--- src/hdl/dgr_pkg.sv ---
package dgr_pkg;

  localparam int ADDR_W = 12;
  localparam int DATA_W = 32;
  localparam int REG_W  = 16;
  localparam int IDX_W  = 7;

  // offsets are register indices; byte address is four times the index
  localparam logic [IDX_W-1:0] IDX_SOFT_RESET_CONTROL   = 7'h08;
  localparam logic [IDX_W-1:0] IDX_CONTROLLER_VERSION   = 7'h42;
  localparam logic [IDX_W-1:0] IDX_CHANNEL_TWO_VERSION  = 7'h44;
  localparam logic [IDX_W-1:0] IDX_CHANNEL_ZERO_VERSION = 7'h46;
  localparam logic [IDX_W-1:0] IDX_CHANNEL_ONE_VERSION  = 7'h48;
  localparam logic [IDX_W-1:0] IDX_GRAPHICS_VERSION     = 7'h4a;
  localparam logic [IDX_W-1:0] IDX_DISPLAY_VERSION      = 7'h4c;
  localparam logic [IDX_W-1:0] IDX_CAPABILITY_ZERO_UP   = 7'h4e;
  localparam logic [IDX_W-1:0] IDX_CAPABILITY_ZERO_LOW  = 7'h50;
  localparam logic [IDX_W-1:0] IDX_CAPABILITY_ONE_UP    = 7'h52;

  localparam int SOFT_RESET_TRIGGER_BIT = 0;
  localparam int SOFT_RESET_PULSE_CYCLES = 4;

  localparam logic [1:0] RESP_OKAY   = 2'h0;
  localparam logic [1:0] RESP_SLVERR = 2'h2;

  localparam logic [REG_W-1:0]  ZERO_REG  = 16'h0000;
  localparam logic [DATA_W-1:0] ZERO_WORD = 32'h0000_0000;

  typedef struct packed {
    logic [11:0] reserved;
    logic        constant_fill_capable;
    logic        transparent_copy_capable;
    logic        overlap_detect_capable;
    logic        directional_copy_capable;
  } dgr_cap0_upper_t;

  typedef struct packed {
    logic [12:0] reserved_hi;
    logic        sub_byte_adjust_capable;
    logic        reserved_mid;
    logic        origin_coord_capable;
  } dgr_cap0_lower_t;

  localparam dgr_cap0_upper_t CAP0_UPPER_VALUE = '{
    reserved                 : 12'h000,
    constant_fill_capable    : 1'b1,
    transparent_copy_capable : 1'b1,
    overlap_detect_capable   : 1'b0,
    directional_copy_capable : 1'b0
  };

  localparam dgr_cap0_lower_t CAP0_LOWER_VALUE = '{
    reserved_hi             : 13'h0000,
    sub_byte_adjust_capable : 1'b0,
    reserved_mid            : 1'b0,
    origin_coord_capable    : 1'b0
  };

  localparam logic [REG_W-1:0] CAP1_UPPER_VALUE = 16'h0000;

  typedef struct packed {
    logic [DATA_W-1:0] data;
    logic [1:0]        resp;
  } dgr_rd_t;

  function automatic logic [IDX_W-1:0] reg_index(input logic [ADDR_W-1:0] addr);
    return addr[IDX_W+1:2];
  endfunction

  function automatic logic reg_mapped(input logic [ADDR_W-1:0] addr);
    logic [IDX_W-1:0] idx;
    idx = addr[IDX_W+1:2];
    if (addr[ADDR_W-1:IDX_W+2] != '0) begin
      return 1'b0;
    end
    return (idx == IDX_SOFT_RESET_CONTROL) ||
           (idx >= IDX_CONTROLLER_VERSION && idx <= IDX_CAPABILITY_ONE_UP && !idx[0]);
  endfunction

endpackage

--- src/hdl/dgr_global_regs.sv ---
`timescale 1ns/100ps
module dgr_global_regs #(
  parameter logic [15:0] CONTROLLER_ID      = 16'h5a3c, // arbitrary value
  parameter logic [15:0] CHANNEL_ID         = 16'h5a3c, // arbitrary value
  parameter int          SOFT_RESET_CYCLES  = dgr_pkg::SOFT_RESET_PULSE_CYCLES
) (
  input  wire logic                       clock,           // 25 MHz system clock
  input  wire logic                       sys_rst,         // synchronous reset, high
  input  wire logic [dgr_pkg::ADDR_W-1:0] s_axi_awaddr,    // write address
  input  wire logic                       s_axi_awvalid,   // write address valid
  output logic                            s_axi_awready,   // write address ready
  input  wire logic [dgr_pkg::DATA_W-1:0] s_axi_wdata,     // write data
  input  wire logic [3:0]                 s_axi_wstrb,     // write byte strobes
  input  wire logic                       s_axi_wvalid,    // write data valid
  output logic                            s_axi_wready,    // write data ready
  output logic [1:0]                      s_axi_bresp,     // write response
  output logic                            s_axi_bvalid,    // write response valid
  input  wire logic                       s_axi_bready,    // write response ready
  input  wire logic [dgr_pkg::ADDR_W-1:0] s_axi_araddr,    // read address
  input  wire logic                       s_axi_arvalid,   // read address valid
  output logic                            s_axi_arready,   // read address ready
  output logic [dgr_pkg::DATA_W-1:0]      s_axi_rdata,     // read data
  output logic [1:0]                      s_axi_rresp,     // read response
  output logic                            s_axi_rvalid,    // read data valid
  input  wire logic                       s_axi_rready,    // read data ready
  output logic                            dma_soft_reset   // reset pulse to the rest of the DMA
);

  logic [dgr_pkg::ADDR_W-1:0] wr_addr;
  logic [dgr_pkg::DATA_W-1:0] wr_data;
  logic [3:0]                 wr_strb;
  logic                       aw_held;
  logic                       w_held;
  logic [dgr_pkg::ADDR_W-1:0] rd_addr;
  logic                       rd_wait;
  logic                       soft_trigger;
  dgr_pkg::dgr_rd_t           rd_word;

  wire logic aw_take   = s_axi_awvalid && s_axi_awready;
  wire logic w_take    = s_axi_wvalid && s_axi_wready;
  wire logic b_done    = s_axi_bvalid && s_axi_bready;
  wire logic ar_take   = s_axi_arvalid && s_axi_arready;
  wire logic r_done    = s_axi_rvalid && s_axi_rready;
  wire logic wr_commit = aw_held && w_held && !s_axi_bvalid;

  wire logic wr_hit    = dgr_pkg::reg_mapped(wr_addr);
  // only the reset trigger is writable; every other mapped register drops the data
  wire logic wr_reset  = wr_commit && wr_hit &&
                         (dgr_pkg::reg_index(wr_addr) == dgr_pkg::IDX_SOFT_RESET_CONTROL) &&
                         wr_strb[0] && wr_data[dgr_pkg::SOFT_RESET_TRIGGER_BIT];

  // write address and data are taken in either order and held until the response
  always_ff @(posedge clock) begin
    if (sys_rst) begin
      wr_addr       <= '0;
      aw_held       <= 1'b0;
      s_axi_awready <= 1'b1;
    end else if (aw_take) begin
      wr_addr       <= s_axi_awaddr;
      aw_held       <= 1'b1;
      s_axi_awready <= 1'b0;
    end else if (b_done) begin
      aw_held       <= 1'b0;
      s_axi_awready <= 1'b1;
    end
  end

  always_ff @(posedge clock) begin
    if (sys_rst) begin
      wr_data      <= '0;
      wr_strb      <= '0;
      w_held       <= 1'b0;
      s_axi_wready <= 1'b1;
    end else if (w_take) begin
      wr_data      <= s_axi_wdata;
      wr_strb      <= s_axi_wstrb;
      w_held       <= 1'b1;
      s_axi_wready <= 1'b0;
    end else if (b_done) begin
      w_held       <= 1'b0;
      s_axi_wready <= 1'b1;
    end
  end

  always_ff @(posedge clock) begin
    if (sys_rst) begin
      s_axi_bvalid <= 1'b0;
      s_axi_bresp  <= dgr_pkg::RESP_OKAY;
      soft_trigger <= 1'b0;
    end else begin
      soft_trigger <= wr_reset;
      if (wr_commit) begin
        s_axi_bvalid <= 1'b1;
        s_axi_bresp  <= wr_hit ? dgr_pkg::RESP_OKAY : dgr_pkg::RESP_SLVERR;
      end else if (b_done) begin
        s_axi_bvalid <= 1'b0;
      end
    end
  end

  // read: address held in rd_addr, the mux registers the word one cycle later
  always_ff @(posedge clock) begin
    if (sys_rst) begin
      rd_addr       <= '0;
      rd_wait       <= 1'b0;
      s_axi_arready <= 1'b1;
      s_axi_rvalid  <= 1'b0;
    end else begin
      rd_wait <= ar_take;
      if (ar_take) begin
        rd_addr       <= s_axi_araddr;
        s_axi_arready <= 1'b0;
      end
      if (rd_wait) begin
        s_axi_rvalid <= 1'b1;
      end else if (r_done) begin
        s_axi_rvalid  <= 1'b0;
        s_axi_arready <= 1'b1;
      end
    end
  end

  assign s_axi_rdata = rd_word.data;
  assign s_axi_rresp = rd_word.resp;

  dgr_read_mux #(
    .CONTROLLER_ID (CONTROLLER_ID),
    .CHANNEL_ID    (CHANNEL_ID)
  ) u_read_mux (
    .clock   (clock),
    .sys_rst (sys_rst),
    .rd_addr (rd_addr),
    .rd_word (rd_word)
  );

  // the bus slave stays out of the pulse it raises, so the write response survives it
  dgr_soft_reset_gen #(
    .PULSE_CYCLES (SOFT_RESET_CYCLES)
  ) u_soft_reset (
    .clock     (clock),
    .sys_rst   (sys_rst),
    .trigger   (soft_trigger),
    .dma_reset (dma_soft_reset)
  );

endmodule // dgr_global_regs

--- src/hdl/dgr_read_mux.sv ---
`timescale 1ns/100ps
module dgr_read_mux #(
  parameter logic [15:0] CONTROLLER_ID = 16'h5a3c, // arbitrary value
  parameter logic [15:0] CHANNEL_ID    = 16'h5a3c  // arbitrary value
) (
  input  wire logic                       clock,     // system clock
  input  wire logic                       sys_rst,   // synchronous reset
  input  wire logic [dgr_pkg::ADDR_W-1:0] rd_addr,   // held read address
  output dgr_pkg::dgr_rd_t                rd_word    // registered data and response
);

  wire logic [dgr_pkg::IDX_W-1:0] idx = dgr_pkg::reg_index(rd_addr);
  wire logic                      hit = dgr_pkg::reg_mapped(rd_addr);
  logic [dgr_pkg::REG_W-1:0]      sel;

  always_comb begin
    case (idx)
      dgr_pkg::IDX_SOFT_RESET_CONTROL:   sel = dgr_pkg::ZERO_REG;
      dgr_pkg::IDX_CONTROLLER_VERSION:   sel = CONTROLLER_ID;
      dgr_pkg::IDX_CHANNEL_TWO_VERSION,
      dgr_pkg::IDX_CHANNEL_ZERO_VERSION,
      dgr_pkg::IDX_CHANNEL_ONE_VERSION,
      dgr_pkg::IDX_GRAPHICS_VERSION,
      dgr_pkg::IDX_DISPLAY_VERSION:      sel = CHANNEL_ID;
      dgr_pkg::IDX_CAPABILITY_ZERO_UP:   sel = dgr_pkg::CAP0_UPPER_VALUE;
      dgr_pkg::IDX_CAPABILITY_ZERO_LOW:  sel = dgr_pkg::CAP0_LOWER_VALUE;
      dgr_pkg::IDX_CAPABILITY_ONE_UP:    sel = dgr_pkg::CAP1_UPPER_VALUE;
      default:                           sel = dgr_pkg::ZERO_REG;
    endcase
  end

  always_ff @(posedge clock) begin
    if (sys_rst) begin
      rd_word <= '0;
    end else begin
      // upper half of the word is always zero; unmapped reads also give zero data
      rd_word.data <= hit ? {16'h0000, sel} : dgr_pkg::ZERO_WORD;
      rd_word.resp <= hit ? dgr_pkg::RESP_OKAY : dgr_pkg::RESP_SLVERR;
    end
  end

endmodule // dgr_read_mux

--- src/hdl/dgr_soft_reset_gen.sv ---
`timescale 1ns/100ps
module dgr_soft_reset_gen #(
  parameter int PULSE_CYCLES = dgr_pkg::SOFT_RESET_PULSE_CYCLES
) (
  input  wire logic clock,       // system clock
  input  wire logic sys_rst,     // synchronous reset
  input  wire logic trigger,     // one-cycle request from a register write
  output logic      dma_reset    // reset to the rest of the controller
);

  localparam int CNT_W = $clog2(PULSE_CYCLES + 1);
  localparam logic [CNT_W-1:0] LOAD = CNT_W'(PULSE_CYCLES);

  logic [CNT_W-1:0] remaining;

  // the trigger bit itself is never stored, so it clears on its own
  wire logic [CNT_W-1:0] next_remaining = trigger ? LOAD :
                                          (remaining != '0) ? remaining - 1'b1 : remaining;

  always_ff @(posedge clock) begin
    if (sys_rst) begin
      remaining <= '0;
      dma_reset <= 1'b0;
    end else begin
      remaining <= next_remaining;
      dma_reset <= (next_remaining != '0);
    end
  end

endmodule // dgr_soft_reset_gen

--- config.mk ---
export PLATFORM = sky130hd
export DESIGN_NAME = dgr_global_regs
export DESIGN_NICKNAME = d
export VERILOG_FILES = /design/src/hdl/dgr_pkg.sv /design/src/hdl/dgr_global_regs.sv /design/src/hdl/dgr_read_mux.sv /design/src/hdl/dgr_soft_reset_gen.sv
export SDC_FILE = /design/constraint.sdc
export NUM_CORES = 1
export LEC_CHECK = 0
export ABC_AREA = 1
export BUFFER_PORTS_ARGS = -buffer_cell sky130_fd_sc_hd__clkbuf_2
export CORE_AREA = 10 10 88 90
export CTS_BUF_LIST = sky130_fd_sc_hd__clkbuf_8
export DETAILED_ROUTE_END_ITERATION = 10
export DIE_AREA = 0 0 98 100
export GPL_ROUTABILITY_DRIVEN = 1
export HOLD_SLACK_MARGIN = 0.08
export PLACE_DENSITY = 0.6
export RECOVER_POWER = 25
export SYNTH_ARGS = -nofsm -noshare
export SYNTH_HDL_FRONTEND = slang
export SYNTH_SLANG_ARGS = --single-unit
--- constraint.sdc ---
create_clock -name clock -period 1.85 [get_ports clock]
set_clock_uncertainty 0.15 [all_clocks]
set_input_delay 0 -clock clock [delete_from_list [all_inputs] [get_ports clock]]
set_output_delay 0 -clock clock [all_outputs]
set_load 0.01 [all_outputs]
### Word-level counts from Yosys, hierarchy flattened

Index checks and enable logic that the tools add are counted.

| storage, ports and cells | value |
|---|---|
| register bits after elaboration | 75 |
| input port bits | 67 |
| output and inout port bits | 42 |
| logic and storage cells | 87 |

| cells by class | value |
|---|---|
| add/sub/neg operators | 1 |
| $lt $le $gt $ge | 4 |
| equality and inequality tests | 9 |
| multiplexer cells | 23 |
| bitwise gates (word level) | 1 |
| reductions and logical operators | 30 |

Operator list:

| cell | number |
|---|---|
| == test 7 bit, second input constant | 7 |
| one-hot mux 15 bit (2 select lines) | 1 |
| 2-to-1 mux 1 bit | 18 |
| logical AND 1 bit | 15 |
| == test 7 x 4 -> 1 bit, second input constant | 2 |
| greater-or-equal comparator 7 bit, second input constant | 2 |
| <= comparator 7 bit, second input constant | 2 |
| nonzero test 3 bit | 4 |
| nonzero test 2 bit | 4 |
| 2-to-1 mux 3 bit | 2 |
| OR reduction 6 bit | 1 |
| 2-to-1 mux 2 bit | 2 |
| logical NOT 1 bit | 3 |
| subtractor 3 x 1 -> 3 bit, second input constant | 1 |
| logical OR 1 bit | 2 |
| OR reduction 2 bit | 1 |
| NOT 1 bit | 1 |

### Depth between registers and ports, before layout

Gate-level depths: netlist of the first run.

| depth | value |
|---|---|
| word-level depth | 9 |
| depth in mapped cells | 7 |
| gate-level depth less buffers | 7 |

### Hierarchy

A second synthesis of the first run with hierarchy kept.

| unflattened totals | value |
|---|---|
| cell total of the unflattened synthesis | 264 |
| area, all modules | 1949.4 sq um |

Modules (own cells, without submodules):

| module | instances | cells an instance | area each (sq um) | sequential area each (sq um) |
|---|---|---|---|---|
| dgr_global_regs | 1 | 170 | 1313.8 | 680.7 |
| dgr_read_mux | 1 | 69 | 442.9 | 60.1 |
| dgr_soft_reset_gen | 1 | 25 | 192.7 | 80.1 |

### Worst setup path after synthesis of the first run

No wires, ideal clock.

| timing | value |
|---|---|
| kind | register -> register |
| from | register u_soft_reset.remaining[0] |
| to | register u_soft_reset.dma_reset |
| library setup time | 0.074 ns |
| data arrival time | 1.074 ns |
| required time | 1.626 ns |
| slack | 0.552 ns |
| cell stages (with the launch flop) | 7 |
| path buffers | 0 |
| clock period less this slack | 1.298 ns |
| cells stage by stage | dfxtp_1 -> inv_1 -> ha_1 -> ha_1 -> a21oi_1 -> nand2_1 -> a31oi_1 |

| between the ends | value |
|---|---|
| cells in the longest elaborated chain, start to end | 4 |
| elaborated cells on any way between the ends | 5 |
| those cells by class | add/sub: 1; mux: 2; reduce/logical: 2 |

RTL lines:

| what | line | text |
|---|---|---|
| start, declared | dgr_soft_reset_gen.sv:14 | `logic [CNT_W-1:0] remaining;` |
| start signal, assigned | dgr_soft_reset_gen.sv:25 | `remaining <= next_remaining;` |
| subtractor 3 x 1 -> 3 bit / nonzero test 3 bit (equally long branches) | dgr_soft_reset_gen.sv:18 | `(remaining != '0) ? remaining - 1'b1 : remaining;` |
| 2-to-1 mux 3 bit * | dgr_soft_reset_gen.sv:18 |  |
| 2-to-1 mux 3 bit * | dgr_soft_reset_gen.sv:17 | `wire logic [CNT_W-1:0] next_remaining = trigger ? LOAD :` |
| nonzero test 3 bit * | dgr_soft_reset_gen.sv:26 | `dma_reset <= (next_remaining != '0);` |
| end signal, assigned | dgr_soft_reset_gen.sv:26 |  |
| end, declared | dgr_soft_reset_gen.sv:8 | `output logic dma_reset` |

Mark *: on every way between the ends. The rest lies on a longest branch, timed or not.
A chain may end at the register's enable or synchronous reset.

==> results of run 1 <==
stage by stage:
| stage | worst slack, ns | utilization [%] | power [mW] | cells |
|---|---|---|---|---|
| finish | 0.1333 | 41.18 | 1.973 | 406 |
| CTS | 0.1440 | 41.38 | 2.001 | 406 |
| global placement | 0.4647 | 31.40 | 1.357 | 345 |
| global route | 0.02591 | 41.18 | 2.113 | 406 |
| floorplan | 0.5520 | - | 1.297 | 260 |
| detailed placement | 0.4457 | 31.40 | 1.367 | 345 |
routing by layer:
metal / wire length (µm) / vias to the layer above / track usage (%)
met5: 0 / - / 0
met4: 99 / 0 / 4.474
met3: 414 / 8 / 4.602
met2: 2000 / 49 / 15.48
met1: 1745 / 735 / 8.042
li1: - / 880 / -
registers in the layout (all words and copies together), names as in the netlist:
signal                  flops
rd_wait                     1
s_axi_bresp                 1
wr_data                     1
u_read_mux.rd_word          3
s_axi_arready               1
wr_strb                     1
u_soft_reset.remaining      3
s_axi_bvalid                1
w_held                      1
s_axi_awready               1
s_axi_rvalid                1
aw_held                     1
u_soft_reset.dma_reset      1
s_axi_wready                1
wr_addr                    10
soft_trigger                1
rd_addr                    10
cells by family after synthesis:
group	synth area share (%)
simple gates	18.82
xor+xnor	0.4934
flops	43.97
other cells	0.2112
compound gates	14.24
buf+inv	20.15
fa+ha+maj	2.114
area by class of cell:
type | instances | share of cell area (%)
clock buffer | 5 | 2.725
clock inverter | 3 | 0.4955
inverter | 24 | 3.568
multi-input combinational | 160 | 28.94
sequential | 39 | 30.92
tap | 77 | 3.816
timing repair buffer | 98 | 29.53
timing repair:
item                      4_1_cts  5_1_grt
resized for setup               0        0
hold endpoints to repair       39        0
setup buffers                   0        0
hold buffers                   53        0
Yosys cell counts (3+ instances only):
cell type / number
nand3_1: 7
nand2_1: 23
a21oi_1: 20
nor3_1: 4
nor2_1: 41
ha_1: 3
o21ai_1: 20
inv_2: 6
nand2_2: 3
buf_2: 4
o21ai_0: 6
buf_4: 33
inv_1: 18
dfxtp_1: 39
worst reg2reg max path, stage by stage (launching register included):
cell	delay (ns)
dfxtp_1	0.37
nand2_2	0.23
o21ai_1	0.21
dlygate4sd3_1	0.58
a21oi_1	0.04
worst paths after layout:
check | end
worst max-delay path | rd_addr[5]$_SDFFE_PP0P_
worst min register to register | wr_addr[3]$_SDFFE_PP0P_
worst max register to register | rd_addr[5]$_SDFFE_PP0P_
worst min-delay path | wr_addr[3]$_SDFFE_PP0P_
power by group:
part	internal [mW]	switching, mW	leakage, nW	total, mW
Clock	0.253	0.275	0.0505	0.528
Sequential	0.924	0.0460	0.323	0.970
Combinational	0.225	0.251	0.795	0.475
==> results by group, run 1 <==
Timing
  – RSZ-0062 raised after global routing: false
  – Slew Viols, Final: 0
  – Hold WS: 0.3139 ns
  – Final Hold Viols: 0
  – Achievable frequency: 582.5 MHz
  – Final setup fails: 0
  – Fin Setup TNS: 0 ns
  – Final Cycle Share: between 90% and 100%
  – Post-route minimum period: 1.717 ns

Layout
  – Final instance area: 2525 µm²
  – Layout cells sized above 1: around 16%
  – Most frequent cells in the layout: dlygate4sd3_1, nor2_1, dfxtp_1, clkbuf_2, conb_1
  – Fillers: between 600 and 700
  – Antenna cells: 0
  – Area occupied by multi-input gates: around 730 µm²
  – Commonest non-fill, non-tap cell in the layout: dlygate4sd3_1
  – Area Overhead vs Synth: 42.21%
  – Storage cell area: 780.7 µm²
  – Layout Nets: about 400

Logic synthesis
  – Most used DFF post-synth: dfxtp_1
  – Cell area after synthesis: between 1500 and 2000 µm²
  – Largest cells by area after synthesis: dfxtp_1, buf_4, nor2_1
  – Post-synthesis cell type count: 22
  – Share of the synthesized area in the top cell type: a little over two fifths
  – Synth Register Bits: 39
  – Synth async-reset ratio: 0%
  – Yosys warning count: 0
  – Post-synth EDFFs: 0
  – Seq/Total Area, Yosys: a little over two fifths
  – Cell taking the most area after synthesis: dfxtp_1
  – Syn Inst Count: between 200 and 250
  – Synth Area per Inst: 7.555 µm²

Worst setup path
  – Worst path top cell family by delay: buffers and inverters
  – Crit path cell chain: dlygate4sd3_1 -> clkbuf_2 -> inv_2 -> o21ai_1 -> dlygate4sd3_1 -> a21oi_1
  – Crit Path Max Fanout: 25
  – Bufs and invs on worst path: 4
  – Startpoint Class: input port
  – WP depth: 6
  – Crit path max-delay cell type: dlygate4sd3_1
  – Register-to-Register Path Depth: 4
  – FF-to-FF Start: s_axi_arready$_SDFF_PP1_
  – Worst Setup Path Type: input port to flop
  – Most frequent CP cell: dlygate4sd3_1
  – Crit. Startpoint: sys_rst
  – Max stage delay on crit path: a little under 0.6 ns
  – R2R Setup Slk: 0.15 ns
  – CP required: approximately 1.9 ns
  – CP endpoint kind: flop
  – Critical Path AT: 1.78 ns

Min path
  – Worst min path class: flop to flop
  – Hold Startpoint: wr_addr[3]$_SDFFE_PP0P_
  – Worst Hold Path Cells: 2

Floorplan
  – Std cell rows: 29
  – Die Width: 98 µm
  – I/O Pins: about 110
  – Core Region: ~6000 µm²
  – Initial Util: 28.95%
  – Total die area: between 9000 and 10000 µm²
  – Die Span Y: ~100 µm

Clock tree
  – Worst-path clk slew: ~0.07 ns
  – Clk_lat worst skew: 0.28 ns
  – CTS tree: done
  – CTS Root Cell: clkbuf_8
  – Clock sinks: 39
  – TritonCTS Buffers: 5
  – Clk buf depth: 2
  – H-Tree Depth: 2

Status
  – Outcome: completed

Routing
  – Initial detailed-routing violation count: 24
  – Final ANT Viol Nets: 0
  – Drt wl/cell: around 10 µm
  – Via-to-Cell Ratio: 4.118
  – DR pass1 iterations: 3
  – DRC Markers: 0
  – WL final: 4260 µm
  – Detailed-route via count: between 1500 and 2000

Place
  – Placement Cell Area: 1926 µm²
  – Final GP Congestion: around 0.74
  – Detailed-placement wirelength estimate: 3089 µm
  – IO buf count: 44

Global route
  – Initial antenna violation count: 0
  – Vias in the first global route: about 1700
  – Gr usage total: ~8.7%
  – First-pass GRT wire length: about 7300 µm
  – Grt total ovfl: 0
  – Largest net degree at the start of global routing: 26

Power and ir drop
  – Power per cell area: between 700 and 800 nW/µm²
  – Maximum VDD drop: roughly 450 µV
  – P_leak: 1.168 nW

Job
  – Maxcap violations: 0
Note: power is estimated with default switching activity, not from simulation.
==> run 2: changes to the inputs <==
--- a/config.mk
+++ b/config.mk
@@ -14,7 +14,8 @@
 export GPL_ROUTABILITY_DRIVEN = 1
 export HOLD_SLACK_MARGIN = 0.08
 export PLACE_DENSITY = 0.6
-export RECOVER_POWER = 25
+export RECOVER_POWER = 50
+export SLEW_MARGIN = 20
 export SYNTH_ARGS = -nofsm -noshare
 export SYNTH_HDL_FRONTEND = slang
 export SYNTH_SLANG_ARGS = --single-unit
==> run 2 against run 1 <==
Register-to-register slack barely moved. Highest routed layer unchanged. Worst setup slack got worse by 0.0058 ns. Clock-buffer cell count did not move. Via count rose by 0.30%. Wire length rose by 0.12%. Flip-flop and latch count did not move. Utilization fell by 0.22 points.
==> results by group, run 2 (synthesis results as in run 1) <==
Status
  – Outcome: completed

Worst setup path
  – Critical Path AT: 1.78 ns
  – Crit path cell chain: dlygate4sd3_1 -> clkbuf_1 -> inv_2 -> o21ai_1 -> dlygate4sd3_1 -> a21oi_1
  – Max stage delay on crit path: between 0.5 and 0.6 ns
  – Worst Setup Path Type: input port to flop
  – Startpoint Class: input port
  – FF-to-FF Start: s_axi_arready$_SDFF_PP1_
  – Worst r2r dst: rd_addr[5]$_SDFFE_PP0P_
  – Most frequent CP cell: dlygate4sd3_1
  – CP endpoint kind: flop
  – Setup crit end: rd_addr[5]$_SDFFE_PP0P_
  – Crit Path Max Fanout: 25
  – CP required: about 1.9 ns
  – Register-to-Register Path Depth: 4
  – Worst path top cell family by delay: buffers and inverters
  – Crit path max-delay cell type: dlygate4sd3_1
  – Bufs and invs on worst path: 4
  – WP depth: 6
  – Crit. Startpoint: sys_rst
  – R2R Setup Slk: around 0.15 ns

Routing
  – Via-to-Cell Ratio: between 4 and 5
  – Initial detailed-routing violation count: 24
  – M1 wire length: 1727 µm
  – Max layer used: met4
  – Final ANT Viol Nets: 0
  – Drt wl/cell: between 10 and 15 µm
  – DR pass1 iterations: 4
  – Met2 WL: a little over 2000 µm
  – WL final: roughly 4300 µm
  – Met3 WL: between 400 and 500 µm
  – Detailed-route via count: between 1500 and 2000
  – DRC Markers: 0

Layout
  – Antenna cells: 0
  – Final instance area: 2511 µm²
  – Layout cells sized above 1: between 10 and 15%
  – Area Overhead vs Synth: 41.44%
  – Commonest non-fill, non-tap cell in the layout: dlygate4sd3_1
  – Biggest registers after layout: rd_addr: 10 flops, wr_addr: 10 flops
  – Most frequent cells in the layout: dlygate4sd3_1, nor2_1, dfxtp_1, clkbuf_2, conb_1
  – Layout Nets: between 300 and 400

Floorplan
  – Std cell rows: 29
  – Core Region: about 6100 µm²
  – Initial Util: 28.95%
  – Total die area: about 9800 µm²
  – Die Span Y: 100 µm
  – I/O Pins: between 100 and 150
  – Die Width: 98 µm

Timing
  – Fin Setup TNS: 0 ns
  – Achievable frequency: ~580 MHz
  – Final setup fails: 0
  – RSZ-0062 raised after global routing: false
  – Worst setup margin: 0.1275 ns
  – Final Hold Viols: 0
  – Post-route minimum period: 1.723 ns
  – Final Cycle Share: between 90% and 100%
  – Slew Viols, Final: 0

Global route
  – Grt total ovfl: 0
  – First-pass GRT wire length: roughly 7300 µm
  – Vias in the first global route: between 1500 and 2000
  – Largest net degree at the start of global routing: 26
  – Gr usage total: under 10%
  – Initial antenna violation count: 0

Clock tree
  – CTS tree: done
  – TritonCTS Buffers: 5
  – Clk_lat worst skew: 0.28 ns
  – H-Tree Depth: 2
  – Clock sinks: 39
  – CTS Root Cell: clkbuf_8
  – Clk buf depth: 2
  – Setup Fix Bufs, Post-CTS: 0
  – Worst-path clk slew: ~0.070 ns

Job
  – Maxcap violations: 0

Place
  – IO buf count: 44
  – Pre-CTS WS: roughly 0.45 ns
  – Detailed-placement wirelength estimate: between 3000 and 4000 µm
  – Final GP Congestion: approximately 0.74
  – Placement Cell Area: between 1500 and 2000 µm²

Power and ir drop
  – Total chip power: approximately 2.0 mW
  – Power per cell area: 783.3 nW/µm²
  – Maximum VDD drop: 445.2 µV
  – P_leak: roughly 1.1 nW

Min path
  – Worst min path class: flop to flop
==> run 2: repair_timing <==
action                                 in CTS  in global routing
endpoints found under the hold margin      39                  0
hold buffers                               53                  0
gates resized for setup                     0                  0
==> run 2: how the worst min path moves through the flow <==
stage,depth (start not counted),slack (ns),startpoint,endpoint
floorplan,1,-0.07,sys_rst,s_axi_bvalid$_SDFFE_PP0P_
global placement,3,0.09,s_axi_awaddr[11],wr_addr[11]$_SDFFE_PP0P_
detailed placement,3,0.1,s_axi_wdata[0],wr_data[0]$_SDFFE_PP0P_
CTS,2,0.31,rd_addr[9]$_SDFFE_PP0P_,rd_addr[9]$_SDFFE_PP0P_
global route,2,0.35,wr_addr[3]$_SDFFE_PP0P_,wr_addr[3]$_SDFFE_PP0P_
finish,2,0.31,wr_addr[3]$_SDFFE_PP0P_,wr_addr[3]$_SDFFE_PP0P_
==> run 2: tightest hold or removal path: stages (launching register included) <==
cell and delay [ns]:
dfxtp_1 0.31, inv_1 0.06, a21oi_1 0.05
==> run 2: layout make-up <==
class / instances / area [µm²]
clock buffers: 5 / 68.82
repair buffers: 98 / 737.0
fillers: 652 / 3621
inverters: 24 / 90.09
well taps: 77 / 96.34
clock inverters: 3 / 12.51
multi-input cells: 160 / 725.7
flip-flops and latches: 39 / 780.7
==> run 2: report_power, final <==
part	total [mW]	leakage [nW]	internal [mW]	switching [mW]
logic	0.471	0.771	0.223	0.249
clock network	0.527	0.0505	0.253	0.273
registers	0.969	0.323	0.924	0.0455
total	1.97	1.14	1.40	0.567
==> run 2: metal layers <==
layer  up-vias  track usage [%]
met5         -                0
met4         0            4.474
met3         8            4.602
met2        58            15.48
met1       731            8.042
li1        880                -
==> run 2: stage by stage <==
stage          hold slack [ns]  utilization (%)  std cells
2_1_floorplan         -0.07074                -        260
3_3_place_gp           0.08976            31.40        345
3_5_place_dp           0.09513            31.40        345
4_1_cts                 0.3103            41.38        406
5_1_grt                 0.3482            40.95        406
6_report                0.3139            40.95        406
==> run 3: changes to the inputs <==
--- a/config.mk
+++ b/config.mk
@@ -7,13 +7,15 @@
 export LEC_CHECK = 0
 export ABC_AREA = 1
 export BUFFER_PORTS_ARGS = -buffer_cell sky130_fd_sc_hd__clkbuf_2
+export CELL_PAD_IN_SITES_DETAIL_PLACEMENT = 1
+export CELL_PAD_IN_SITES_GLOBAL_PLACEMENT = 1
 export CORE_AREA = 10 10 88 90
 export CTS_BUF_LIST = sky130_fd_sc_hd__clkbuf_8
 export DETAILED_ROUTE_END_ITERATION = 10
 export DIE_AREA = 0 0 98 100
 export GPL_ROUTABILITY_DRIVEN = 1
 export HOLD_SLACK_MARGIN = 0.08
-export PLACE_DENSITY = 0.6
+export PLACE_DENSITY = 0.83
 export RECOVER_POWER = 50
 export SLEW_MARGIN = 20
 export SYNTH_ARGS = -nofsm -noshare
==> run 3 against run 2 <==
Sequential share of layout area is 0.062 points lower. Die area stayed put. Critical path depth stayed put. Combinational power is 7.4% higher. Utilization is 0.082 points higher. Hold slack worse by 0.0037 ns. Cell area is 0.20% higher. Final cell count is 0.99% lower. Power is 12% higher. Register-to-register slack worse by 0.04 ns. Sequential power is 0.4% higher. Fmax is 1.5% lower. Largest cell class unchanged. Largest power group unchanged. Highest routed layer unchanged.
==> results by group, run 3 (synthesis results as in run 1) <==
Layout
  – Antenna cells: 0
  – Commonest non-fill, non-tap cell in the layout: dlygate4sd3_1
  – Final instance area: 2516 µm²
  – Fillers: just under 800
  – Area Overhead vs Synth: 41.72%
  – Layout Nets: between 300 and 400
  – Most frequent cells in the layout: dlygate4sd3_1, nor2_1, dfxtp_1, clkbuf_2, conb_1
  – Biggest registers after layout: rd_addr: 10 flops, wr_addr: 10 flops
  – Layout cells sized above 1: 14.46%

Global route
  – Initial antenna violation count: 0
  – Gr usage total: between 10% and 20%
  – Largest net degree at the start of global routing: 26
  – First-pass GRT wire length: approximately 9400 µm
  – Grt total ovfl: 0
  – Vias in the first global route: 2085

Clock tree
  – CTS tree: done
  – Clk_lat worst skew: ~0.29 ns
  – TritonCTS Buffers: 5
  – Setup Fix Bufs, Post-CTS: 0
  – CTS Root Cell: clkbuf_8
  – Clk buf depth: 2
  – Worst-path clk slew: around 0.080 ns
  – H-Tree Depth: 2
  – Clock sinks: 39

Floorplan
  – Std cell rows: 29
  – Initial Util: 28.95%
  – Die Width: between 90 and 100 µm
  – Total die area: a little under 10000 µm²
  – Core Region: between 6000 and 7000 µm²
  – Die Span Y: 100 µm
  – I/O Pins: 109

Worst setup path
  – FF-to-FF Start: s_axi_awready$_SDFFE_PP1P_
  – Worst Setup Path Type: input port to flop
  – CP endpoint kind: flop
  – Critical Path AT: 1.79 ns
  – Crit Path Max Fanout: 18
  – Crit. Startpoint: s_axi_awvalid
  – CP required: 1.89 ns
  – Startpoint Class: input port

Timing
  – Final setup fails: 0
  – Hold WS: 0.3102 ns
  – Fin Setup TNS: 0 ns
  – Worst setup margin: a little over 0.1 ns
  – Post-route minimum period: between 1.5 and 2 ns
  – Achievable frequency: between 500 and 600 MHz
  – Final Cycle Share: a little over nine tenths
  – RSZ-0062 raised after global routing: false
  – Final Hold Viols: 0
  – Slew Viols, Final: 0

Routing
  – WL final: 5623 µm
  – Via-to-Cell Ratio: approximately 4.4
  – Final ANT Viol Nets: 0
  – DRC Markers: 0
  – Initial detailed-routing violation count: 37
  – Drt wl/cell: between 10 and 15 µm
  – DR pass1 iterations: 4
  – Detailed-route via count: 1767

Power and ir drop
  – Sequential share of power: a little over two fifths
  – Power share of the combinational group: about 23%
  – Clk network pwr share: approximately 33%
  – Sw frac: between 20% and 30%
  – Internal power: approximately 1.6 mW
  – Switching pwr: approximately 0.63 mW
  – Power per cell area: about 880 nW/µm²
  – Total chip power: 2.212 mW
  – Maximum VDD drop: about 460 µV
  – P_leak: approximately 1.1 nW

Place
  – Pre-CTS WS: just under 0.4 ns
  – Final GP Congestion: roughly 0.71
  – IO buf count: 44
  – Placement Cell Area: approximately 1900 µm²
  – Detailed-placement wirelength estimate: 3577 µm

Min path
  – Hold Startpoint: rd_addr[9]$_SDFFE_PP0P_
  – Worst min path class: flop to flop

Job
  – Maxcap violations: 0

Status
  – Outcome: completed
## run 3: worst max-delay path, stage by stage
cell and delay [ns]:
dlygate4sd3_1 0.53, clkbuf_2 0.12, nand2_2 0.26, o21ai_0 0.11, dlygate4sd3_1 0.57, a21oi_1 0.19
## run 3: layer usage
| metal | track usage (%) | vias up | part of all wire, % |
|---|---|---|---|
| li1 | - | 867 | - |
| met1 | 9.493 | 848 | 34 |
| met2 | 24.97 | 45 | 59 |
| met3 | 3.984 | 7 | 6.0 |
| met4 | 3.579 | 0 | 1.2 |
| met5 | 0 | - | 0 |
## run 3: path summary, 6_finish.rpt
check                           slack (ns)  cells after the start                 endpoint
worst min-delay path                  0.31                      2  rd_addr[9]$_SDFFE_PP0P_
worst max-delay path                  0.10                      6  wr_addr[6]$_SDFFE_PP0P_
worst max register to register        0.11                      4  wr_addr[4]$_SDFFE_PP0P_
worst min register to register        0.31                      2  rd_addr[9]$_SDFFE_PP0P_
## run 3: what timing repair did
action / CTS / global route
hold buffers: 49 / 0
gates resized for setup: 0 / 3
endpoints found under the hold margin: 35 / 0
endpoints found under the setup margin: 0 / 9
## run 3: metrics by stage
stage	util, %	instances
final	41.03	402
after global routing	41.03	402
after global placement	31.40	345
after CTS	41.32	402
after floorplan	-	260
after detailed placement	31.40	345
## run 3: area by class of cell
| class | instances | area (µm²) | share of cell area (%) |
|---|---|---|---|
| Inverter | 24 | 92.59 | 3.680 |
| Multi-Input combinational cell | 160 | 730.7 | 29.04 |
| Clock buffer | 6 | 82.58 | 3.282 |
| Sequential cell | 39 | 780.7 | 31.03 |
| Clock inverter | 2 | 35.03 | 1.392 |
| Timing Repair Buffer | 94 | 698.2 | 27.75 |
| Tap cell | 77 | 96.34 | 3.829 |
## run 3: power by group through the flow
stage          sequential (mW)  clock, mW  combinational [mW]
2_1_floorplan            0.991          0               0.307
3_3_place_gp             0.986          0               0.369
3_5_place_dp             0.992          0               0.402
4_1_cts                  0.973      0.753               0.499
5_1_grt                  0.984      0.801               0.571
6_report                 0.973      0.733               0.506
